`src/pkg/sdf_pkg.sv`:
```
// Purpose: Shared constants and helpers for the decimation filter timing block.
// Assumes: Master clock ticks arrive as one-cycle pulses at 76.8 kHz.
// Notes: All periods are counted in master clock ticks.
package sdf_pkg;

  localparam int MODE_W = 4;
  localparam int RATE_W = 11;
  localparam int PER_W = 20;

  // Master clock rate and the core clock that samples its ticks.
  localparam int MCLK_HZ = 76800;
  localparam int CORE_CLK_HZ = 200000000;

  localparam logic [MODE_W-1:0] MODE_SINC4 = 4'h0;
  localparam logic [MODE_W-1:0] MODE_SINC4_AVG = 4'h1;
  localparam logic [MODE_W-1:0] MODE_SINC3 = 4'h2;
  localparam logic [MODE_W-1:0] MODE_SINC3_SIXTY_HZ_EXTRA_NOTCH = 4'h3;
  localparam logic [MODE_W-1:0] MODE_SINC3_AVG = 4'h4;
  localparam logic [MODE_W-1:0] MODE_POST1 = 4'h5;
  localparam logic [MODE_W-1:0] MODE_POST2 = 4'h6;
  localparam logic [MODE_W-1:0] MODE_POST3 = 4'h7;
  localparam logic [MODE_W-1:0] MODE_POST4 = 4'h8;

  localparam logic [MODE_W-1:0] MODE_RESET = MODE_SINC3;
  localparam logic [RATE_W-1:0] RATE_RESET = 11'h001;
  localparam logic [RATE_W-1:0] RATE_MIN = 11'h001;
  localparam logic [RATE_W-1:0] SINC4_RATE_MAX = 11'h00A;

  localparam logic [PER_W-1:0] STD_MULT = 20'h00020;
  localparam logic [PER_W-1:0] AVG4_MULT = 20'h00160;
  localparam logic [PER_W-1:0] AVG3_MULT = 20'h00140;
  localparam logic [PER_W-1:0] POST1_TICKS = 20'h00B80;
  localparam logic [PER_W-1:0] POST2_TICKS = 20'h00C80;
  localparam logic [PER_W-1:0] POST3_TICKS = 20'h00F80;
  localparam logic [PER_W-1:0] POST4_TICKS = 20'h01280;
  localparam logic [3:0] AVG_LEN = 4'h8;

  // Unused codes collapse onto the power-up filter.
  function automatic logic [MODE_W-1:0] norm_mode(input logic [MODE_W-1:0] m);
    return (m > MODE_POST4) ? MODE_RESET : m;
  endfunction

  function automatic logic is_sinc4(input logic [MODE_W-1:0] m);
    return (m == MODE_SINC4) || (m == MODE_SINC4_AVG);
  endfunction

  function automatic logic is_avg(input logic [MODE_W-1:0] m);
    return (m == MODE_SINC4_AVG) || (m == MODE_SINC3_AVG);
  endfunction

  function automatic logic is_post(input logic [MODE_W-1:0] m);
    return (m >= MODE_POST1) && (m <= MODE_POST4);
  endfunction

  // A rate of zero has no meaning and runs as the smallest rate.
  function automatic logic [RATE_W-1:0] eff_rate(input logic [MODE_W-1:0] m,
                                                  input logic [RATE_W-1:0] r);
    logic [RATE_W-1:0] v;
    v = (r < RATE_MIN) ? RATE_MIN : r;
    if (is_sinc4(m) && (v > SINC4_RATE_MAX)) begin
      v = SINC4_RATE_MAX;
    end
    return v;
  endfunction

  function automatic logic [PER_W-1:0] dec_ticks(input logic [MODE_W-1:0] m,
                                                  input logic [RATE_W-1:0] r);
    logic [PER_W-1:0] v;
    v = STD_MULT * PER_W'(r);
    if (m == MODE_POST1) begin
      v = POST1_TICKS;
    end else if (m == MODE_POST2) begin
      v = POST2_TICKS;
    end else if (m == MODE_POST3) begin
      v = POST3_TICKS;
    end else if (m == MODE_POST4) begin
      v = POST4_TICKS;
    end
    return v;
  endfunction

  function automatic logic [PER_W-1:0] period_ticks(input logic [MODE_W-1:0] m,
                                                     input logic [RATE_W-1:0] r);
    logic [PER_W-1:0] v;
    v = dec_ticks(m, r);
    if (m == MODE_SINC4_AVG) begin
      v = AVG4_MULT * PER_W'(r);
    end else if (m == MODE_SINC3_AVG) begin
      v = AVG3_MULT * PER_W'(r);
    end
    return v;
  endfunction

endpackage

```
`src/hdl/sdf_cfg_mem.sv`:
```
// Purpose: Per-slot store of filter mode and rate with a registered read port.
// Assumes: One write and one read per cycle; write and read are independent.
// Notes: Every slot resets to the power-up configuration.
`timescale 1ns/10ps
`default_nettype none
module sdf_cfg_mem #(
  parameter int SLOTS = 16,
  parameter int AW = 4,
  parameter int W = 15,
  parameter logic [W-1:0] RESET_VAL = '0
) (
  // Clock and reset
  input wire logic clk,
  input wire logic rst_n,
  // Write port
  input wire logic wr_en,
  input wire logic [AW-1:0] wr_addr,
  input wire logic [W-1:0] wr_data,
  // Read port
  input wire logic [AW-1:0] rd_addr,
  output logic [W-1:0] rd_q
);

  logic [W-1:0] mem_q [SLOTS];

  always_ff @(posedge clk or negedge rst_n) begin
    if (!rst_n) begin
      for (int i = 0; i < SLOTS; i++) begin
        mem_q[i] <= RESET_VAL;
      end
    end else if (wr_en) begin
      mem_q[wr_addr] <= wr_data;
    end
  end

  always_ff @(posedge clk or negedge rst_n) begin
    if (!rst_n) begin
      rd_q <= RESET_VAL;
    end else begin
      rd_q <= mem_q[rd_addr];
    end
  end

endmodule
`default_nettype wire

```
`src/hdl/sdf_filter.sv`:
```
// Purpose: Sinc3/sinc4 decimation with averaging and fixed-rate chains, plus result timing.
// Assumes: mclk_tick pulses once per master clock cycle; mod_bit is valid with it.
// Notes: Results are raw filter sums; scaling to a final code is done downstream.
// Overview of operation
// [RL1] Power-up mode is code 0010, standalone sinc3.
// [RL2] Codes 0000/0001 sinc4 modes; rate clamped to 10.
// [RL3] Code 0011 sinc3 plus notch; full rate range.
// [RL4] Averaging modes sum eight filter outputs per result.
// [RL5] Host keeps sinc3-average rate within 0x01..0xCC.
// [RL6] Codes 0101..1000 fixed chains; rate is ignored.
// [RL7] Fixed periods 2944, 3200, 3968, 4736 ticks.
// [RL8] Standalone period is 32 ticks times rate.
// [RL9] Averaging period 352 or 320 times rate.
// [RL10] Averaging first result takes one normal period.
// [RL11] Data-ready falling edges spaced by the period.
// [RL12] Post-processing fits inside the conversion period.
// [RL13] Rate holds for one channel converting continuously.
// [RL14] All timing counted in master clock ticks.
// [RL15] Mode and rate held per slot, active applied.
// [RL16] Unused codes run as default sinc3.
`timescale 1ns/10ps
`default_nettype none
module sdf_filter
  import sdf_pkg::*;
#(
  parameter int SLOTS = 16,
  parameter int SLOT_W = 4,
  parameter int ACC_W = 52
) (
  // Clock and reset
  input wire logic core_clk,
  input wire logic rst_n,
  // Modulator stream
  input wire logic mclk_tick,
  input wire logic mod_bit,
  // Configuration slot write
  input wire logic cfg_wr_en,
  input wire logic [SLOT_W-1:0] cfg_wr_slot,
  input wire logic [MODE_W-1:0] cfg_wr_mode,
  input wire logic [RATE_W-1:0] cfg_wr_rate,
  // Conversion control
  input wire logic conv_en,
  input wire logic [SLOT_W-1:0] active_slot,
  // Results
  input wire logic data_read,
  output logic [ACC_W+2:0] result_data,
  output logic result_valid,
  output logic drdy_n,
  // Status
  output logic [MODE_W-1:0] active_mode,
  output logic [PER_W-1:0] settled_conversion_period
);

  localparam int RES_W = ACC_W + 3;
  localparam int CFG_W = MODE_W + RATE_W;

  logic [CFG_W-1:0] cfg_rd;
  logic [SLOT_W-1:0] slot_q;
  logic [SLOT_W-1:0] cur_slot_q;
  logic [MODE_W-1:0] cur_mode_q;
  logic [RATE_W-1:0] cur_rate_q;
  logic [MODE_W-1:0] rd_mode;
  logic [RATE_W-1:0] rd_rate;
  logic restart;
  logic [PER_W-1:0] per_len;
  logic [PER_W-1:0] dec_len;
  logic [PER_W-1:0] per_cnt_q;
  logic [PER_W-1:0] dec_cnt_q;
  logic period_end;
  logic dec_end;
  logic [ACC_W-1:0] integ_q [4];
  logic [ACC_W-1:0] dly_q [4];
  logic [ACC_W-1:0] dly_d [4];
  logic [ACC_W-1:0] comb_out;
  logic [RES_W-1:0] avg_sum_q;
  logic [3:0] avg_cnt_q;
  logic [ACC_W-1:0] step_in;

  sdf_cfg_mem #(
    .SLOTS(SLOTS),
    .AW(SLOT_W),
    .W(CFG_W),
    .RESET_VAL({MODE_RESET, RATE_RESET})
  ) u_cfg_mem (
    .clk(core_clk),
    .rst_n(rst_n),
    .wr_en(cfg_wr_en),
    .wr_addr(cfg_wr_slot),
    .wr_data({cfg_wr_mode, cfg_wr_rate}),
    .rd_addr(active_slot),
    .rd_q(cfg_rd)
  );

  // The read port lags the slot select by one cycle, so the slot is tracked alongside.
  always_ff @(posedge core_clk or negedge rst_n) begin
    if (!rst_n) begin
      slot_q <= '0;
    end else begin
      slot_q <= active_slot;
    end
  end

  assign rd_mode = norm_mode(cfg_rd[CFG_W-1:RATE_W]); // RL16
  assign rd_rate = eff_rate(rd_mode, cfg_rd[RATE_W-1:0]); // RL2
  // Any change of slot or of its settings restarts the filter from clean state.
  assign restart = !conv_en || (slot_q != cur_slot_q) || (rd_mode != cur_mode_q)
                   || (rd_rate != cur_rate_q); // RL15

  always_ff @(posedge core_clk or negedge rst_n) begin
    if (!rst_n) begin
      cur_slot_q <= '0;
      cur_mode_q <= MODE_RESET; // RL1
      cur_rate_q <= RATE_RESET;
    end else if (restart) begin
      cur_slot_q <= slot_q;
      cur_mode_q <= rd_mode;
      cur_rate_q <= rd_rate;
    end
  end

  assign per_len = period_ticks(cur_mode_q, cur_rate_q); // RL8 RL9 RL7
  assign dec_len = dec_ticks(cur_mode_q, cur_rate_q); // RL6
  assign period_end = mclk_tick && (per_cnt_q == per_len - 1'b1); // RL14
  assign dec_end = mclk_tick && (dec_cnt_q == dec_len - 1'b1);
  assign step_in = mod_bit ? ACC_W'(1) : '1;

  // Both counters restart together each period so averaging lines up with the result.
  always_ff @(posedge core_clk or negedge rst_n) begin
    if (!rst_n) begin
      per_cnt_q <= '0;
      dec_cnt_q <= '0;
    end else if (restart || period_end) begin
      per_cnt_q <= '0; // RL10
      dec_cnt_q <= '0;
    end else if (mclk_tick) begin
      per_cnt_q <= per_cnt_q + 1'b1;
      dec_cnt_q <= dec_end ? '0 : dec_cnt_q + 1'b1;
    end
  end

  always_ff @(posedge core_clk or negedge rst_n) begin
    if (!rst_n) begin
      for (int k = 0; k < 4; k++) begin
        integ_q[k] <= '0;
      end
    end else if (restart) begin
      for (int k = 0; k < 4; k++) begin
        integ_q[k] <= '0;
      end
    end else if (mclk_tick) begin
      integ_q[0] <= integ_q[0] + step_in;
      for (int k = 1; k < 4; k++) begin
        integ_q[k] <= integ_q[k] + integ_q[k-1];
      end
    end
  end

  // The fourth comb stage only takes part for the sinc4 chains.
  always_comb begin
    logic [ACC_W-1:0] c;
    c = is_sinc4(cur_mode_q) ? integ_q[3] : integ_q[2];
    for (int k = 0; k < 4; k++) begin
      dly_d[k] = dly_q[k];
      if ((k < 3) || is_sinc4(cur_mode_q)) begin
        dly_d[k] = c;
        c = c - dly_q[k];
      end
    end
    comb_out = c;
  end

  always_ff @(posedge core_clk or negedge rst_n) begin
    if (!rst_n) begin
      for (int k = 0; k < 4; k++) begin
        dly_q[k] <= '0;
      end
    end else if (restart) begin
      for (int k = 0; k < 4; k++) begin
        dly_q[k] <= '0;
      end
    end else if (dec_end) begin
      dly_q <= dly_d;
    end
  end

  always_ff @(posedge core_clk or negedge rst_n) begin
    if (!rst_n) begin
      avg_sum_q <= '0;
      avg_cnt_q <= '0;
    end else if (restart || period_end) begin
      avg_sum_q <= '0;
      avg_cnt_q <= '0;
    end else if (dec_end && (avg_cnt_q < AVG_LEN)) begin
      avg_sum_q <= avg_sum_q + {{3{comb_out[ACC_W-1]}}, comb_out}; // RL4
      avg_cnt_q <= avg_cnt_q + 1'b1;
    end
  end

  // The result is formed in the same cycle as the period ends, so no extra latency
  // accrues between results.
  always_ff @(posedge core_clk or negedge rst_n) begin
    if (!rst_n) begin
      result_data <= '0;
      result_valid <= 1'b0;
    end else begin
      result_valid <= period_end && !restart; // RL12 RL13
      if (period_end && !restart) begin
        result_data <= is_avg(cur_mode_q) ? avg_sum_q
                       : {{3{comb_out[ACC_W-1]}}, comb_out};
      end
    end
  end

  // Data-ready falls with each result and rises on a read or half a period later.
  always_ff @(posedge core_clk or negedge rst_n) begin
    if (!rst_n) begin
      drdy_n <= 1'b1;
    end else if (restart) begin
      drdy_n <= 1'b1;
    end else if (period_end) begin
      drdy_n <= 1'b0; // RL11
    end else if (data_read || (mclk_tick && (per_cnt_q == (per_len >> 1)))) begin
      drdy_n <= 1'b1;
    end
  end

  always_ff @(posedge core_clk or negedge rst_n) begin
    if (!rst_n) begin
      active_mode <= MODE_RESET;
      settled_conversion_period <= '0;
    end else begin
      active_mode <= cur_mode_q;
      settled_conversion_period <= per_len;
    end
  end

  // Checking helpers: ticks since the last result and whether one was seen.
  logic [PER_W-1:0] chk_ticks_q;
  logic chk_seen_q;
  logic chk_cfg_seen_q;
  always_ff @(posedge core_clk or negedge rst_n) begin
    if (!rst_n) begin
      chk_ticks_q <= '0;
      chk_seen_q <= 1'b0;
      chk_cfg_seen_q <= 1'b0;
    end else begin
      if (cfg_wr_en) begin
        chk_cfg_seen_q <= 1'b1;
      end
      if (restart) begin
        chk_ticks_q <= '0;
        chk_seen_q <= 1'b0;
      end else if (period_end) begin
        chk_ticks_q <= '0;
        chk_seen_q <= 1'b1;
      end else if (mclk_tick) begin
        chk_ticks_q <= chk_ticks_q + 1'b1;
      end
    end
  end
endmodule
`default_nettype wire

```
`config.mk`:
```
export PLATFORM = sky130hd
export DESIGN_NAME = sdf_filter
export DESIGN_NICKNAME = d
export VERILOG_FILES = /design/src/pkg/sdf_pkg.sv /design/src/hdl/sdf_cfg_mem.sv /design/src/hdl/sdf_filter.sv
export SDC_FILE = /design/constraint.sdc
export NUM_CORES = 2
export LEC_CHECK = 0
export ABC_AREA = 0
export BUFFER_PORTS_ARGS = -buffer_cell sky130_fd_sc_hd__clkbuf_2
export CAP_MARGIN = 20
export CORE_MARGIN = 5
export CORE_UTILIZATION = 65
export DETAILED_ROUTE_END_ITERATION = 8
export PLACE_DENSITY = 0.82
export SLEW_MARGIN = 20
export SYNTH_ARGS = -nofsm -noshare
export SYNTH_HDL_FRONTEND = slang
export SYNTH_SLANG_ARGS = --single-unit
export TNS_END_PERCENT = 1
```
`constraint.sdc`:
```
create_clock -name core_clk -period 14.1 [get_ports core_clk]
set_input_delay 1.41 -clock core_clk [delete_from_list [all_inputs] [get_ports core_clk]]
set_output_delay 1.41 -clock core_clk [all_outputs]
set_load 0.05 [all_outputs]
```
==> impl_metrics.tcl <==
set metrics [dict create \
    outcome "finished clean" \
    wl_um 162800 \
    yosys.area_share.simple 0.1536 \
    p_leak_nw 33.52 \
    yosysMostFrequentCell "nand2_1" \
    synth.top_cell.area_share 0.3218 \
    synth_xor_area_frac 0.06962 \
    die_h_um 325.3 \
    final_max_slew_viol_count 0 \
    stdcell_count 8637 \
    synthArstFlopShare 1.000 \
    vias_per_cell 6.257 \
    fillers 7450 \
    synthFlopType "dfrtp_1" \
    drt-initial-drc-count 4419 \
    worst_pin_slew_ps 1226 \
    worstReg2RegStart "cur_mode_q[2]" \
    ys_warn_count 0 \
    crit_slowest_cell "dfrtp_2" \
    vdd_drop_max_mv 0.1479 \
    pin_count 111 \
    path_max_fanout 52 \
    synth_area_leader_cell "dfrtp_1" \
    grt_max_degree 211 \
    start_util 0.6557 \
    crit_type "reg2reg" \
    cp.required_ps 14740 \
    synthMuxAreaShare 0.09440 \
    grt_pass1_wl_um 269900 \
    synth_top_family_by_area "compound AO/OA/AOI/OAI gates" \
    drc 0 \
    worstPathArrival_ps 13600 \
    cts_root_buf "clkbuf_16" \
    synth_top_cells_by_area "dfrtp_1 32%, ha_1 9.7%, a21oi_1 5.6%, nand2_1 5.3%, xnor2_1 4.4%" \
    syn_avg_cell_area_sq_um 8.784 \
    crit_path_start "cur_mode_q[2]" \
    synth_edf_count 0 \
    cts_sinks 869 \
    synth_fa_ha_area_frac 0.1027 \
    numCtsBuffers 96 \
    insertion_delay_ps 740 \
    grt_pass1_vias 53470 \
    post_drt_wl_per_cell_um 18.85 \
    finalCriticalPeriod_ps 12970 \
    die-area_sq_um 105800 \
    grt_usage 0.3001 \
    gp_congestion 0.9294 \
    relSlewSlack 0.1818 \
    row_count 115 \
    cts.clk_slew.worst_paths_ps 60 \
    total_power_mw 9.022 \
    setup_viol 0 \
    dp.cells 8454 \
    endpoint_kind "flop" \
    fin_setup_tns_ps 0 \
    fin_crit_sh 0.9196 \
    hold_violations 0 \
    firstDrtPassIters 6 \
    rsz0062_at_grt "false" \
    max_stage_delay_ps 570 \
    cts_tree "yes" \
    numPortBuffers 105 \
    ys_seq_area_frac 0.3372 \
    synthTopCellsByCount "921 x nand2_1, 831 x dfrtp_1, 725 x a21oi_1" \
    ctsHoldBuffers 0 \
    hp-start "slot_q[0]" \
    worstHoldPathType "reg2reg" \
    clockBufferDepth 3 \
    design_area_sq_um 69360 \
    finClkSkew_ps 76.29 \
    synth-compound-area-share 0.1979 \
    dp_hpwl_um 114200 \
    crit_path_frequent_cell "a21oi_1" \
    overflow 0 \
    syn2layout_area_growth_pct 7.322 \
    die_x_um 325.3 \
    nets 7814 \
    whs_ps 409.0 \
    ys_types 102 \
    setup.worst_path.start_class "flop" \
    max_freq_ghz 0.07712 \
    netlist_area_sq_um 64620 \
    drive_gt1_frac 0.1035 \
    netlist_instances 7357 \
    ant_nets 0 \
    place_area_sq_um 65880 \
    ys_ff_latch 869 \
    num_vias 54040 \
    core-area_sq_um 98560 \
    antenna_found_initial 3 \
    htreeDepth 3 \
    pwr_density_cell_nw_per_um2 130.1 \
    drv_cap 0 \
]
-- logic make-up after synthesis --
kind of cell / after synthesis
simple gates: 2188
compound gates: 2045
flops: 869
buf+inv: 741
fa+ha+maj: 519
xor+xnor: 509
mux: 485
other cells: 1
-- state kept, by name, indices dropped and copies added (netlist names), 20 cells and up --
register	count
integ_q	208
u_cfg_mem.mem_q	240
avg_sum_q	55
dec_cnt_q	20
dly_q	208
result_data	55
per_cnt_q	20
-- final cells by class --
| cell class | instances | area [sq um] | share of cell area |
|---|---|---|---|
| Antenna cell | 4 | 10.01 | 0.0001443 |
| Clock buffer | 142 | 2825 | 0.04073 |
| Clock inverter | 37 | 609.3 | 0.008786 |
| Inverter | 396 | 1488 | 0.02145 |
| Multi-Input combinational cell | 5751 | 40070 | 0.5777 |
| Sequential cell | 869 | 21790 | 0.3142 |
| Tap cell | 1287 | 1610 | 0.02322 |
| Timing Repair Buffer | 151 | 953.4 | 0.01375 |
-- where the power goes --
part	internal, mW	total [mW]	switching, mW
Combinational	1.40	3.39	2.00
Sequential	2.73	2.93	0.204
Clock	1.57	2.70	1.12
-- layout by cell type (no fill, tap or decap), types with 67 or more instances in the layout --
| master | n |
|---|---|
| nand2_1 | 918 |
| dfrtp_1 | 830 |
| a21oi_1 | 725 |
| nor2_1 | 548 |
| ha_1 | 500 |
| o21ai_0 | 406 |
| inv_1 | 394 |
| a21o_1 | 348 |
| xnor2_1 | 327 |
| mux2_2 | 246 |
| xor2_1 | 179 |
| nand3_1 | 175 |
| mux2i_1 | 164 |
| clkbuf_2 | 102 |
| clkbuf_16 | 96 |
| o21bai_1 | 80 |
| mux4_2 | 75 |
| nand4_1 | 73 |
| nand2b_1 | 71 |
| a31oi_1 | 69 |
| and3_1 | 67 |
-- path summary, 6_finish.rpt --
path,to,cells past startpoint,slack [ps]
max,avg_sum_q[53],50,1130
min reg2reg,cur_slot_q[0],0,410
min in group asynchronous,integ_q[113],1,770
max reg2reg,avg_sum_q[53],50,1130
min,cur_slot_q[0],0,410
max in group asynchronous,cur_mode_q[2],4,10280
-- worst max-delay path, delay by kind of cell, from the launching register on --
kind	cells	cell delay, ps
muxes	3	620
DFF	1	570
buffers and inverters	2	360
xor gates and xnor gates	4	1090
and+or+nand+nor	8	1810
adders and majority gates	6	2250
AOI/OAI and AO/OA	27	6100
-- what timing repair did --
action	CTS	global route
setup endpoints to repair	0	2
gates resized for setup	0	1
buffers inserted	0	0
hold endpoints to repair	0	0
-- layer usage --
layer	routed length (um)	vias up	track usage
met1	69870	26200	0.3884
met4	6053	0	0.1098
met5	0	-	0
met3	7723	395	0.04144
li1	-	25900	-
met2	79150	1548	0.5174
-- metrics by stage --
stage / setup WS, ps / util
detailed placement: 1286 / 0.6684
floorplan: 2443 / -
global route: 99.35 / 0.7037
finish: 1134 / 0.7037
global placement: 1483 / 0.6683
CTS: 1152 / 0.7033
Note: power is estimated with default switching activity, not from simulation.
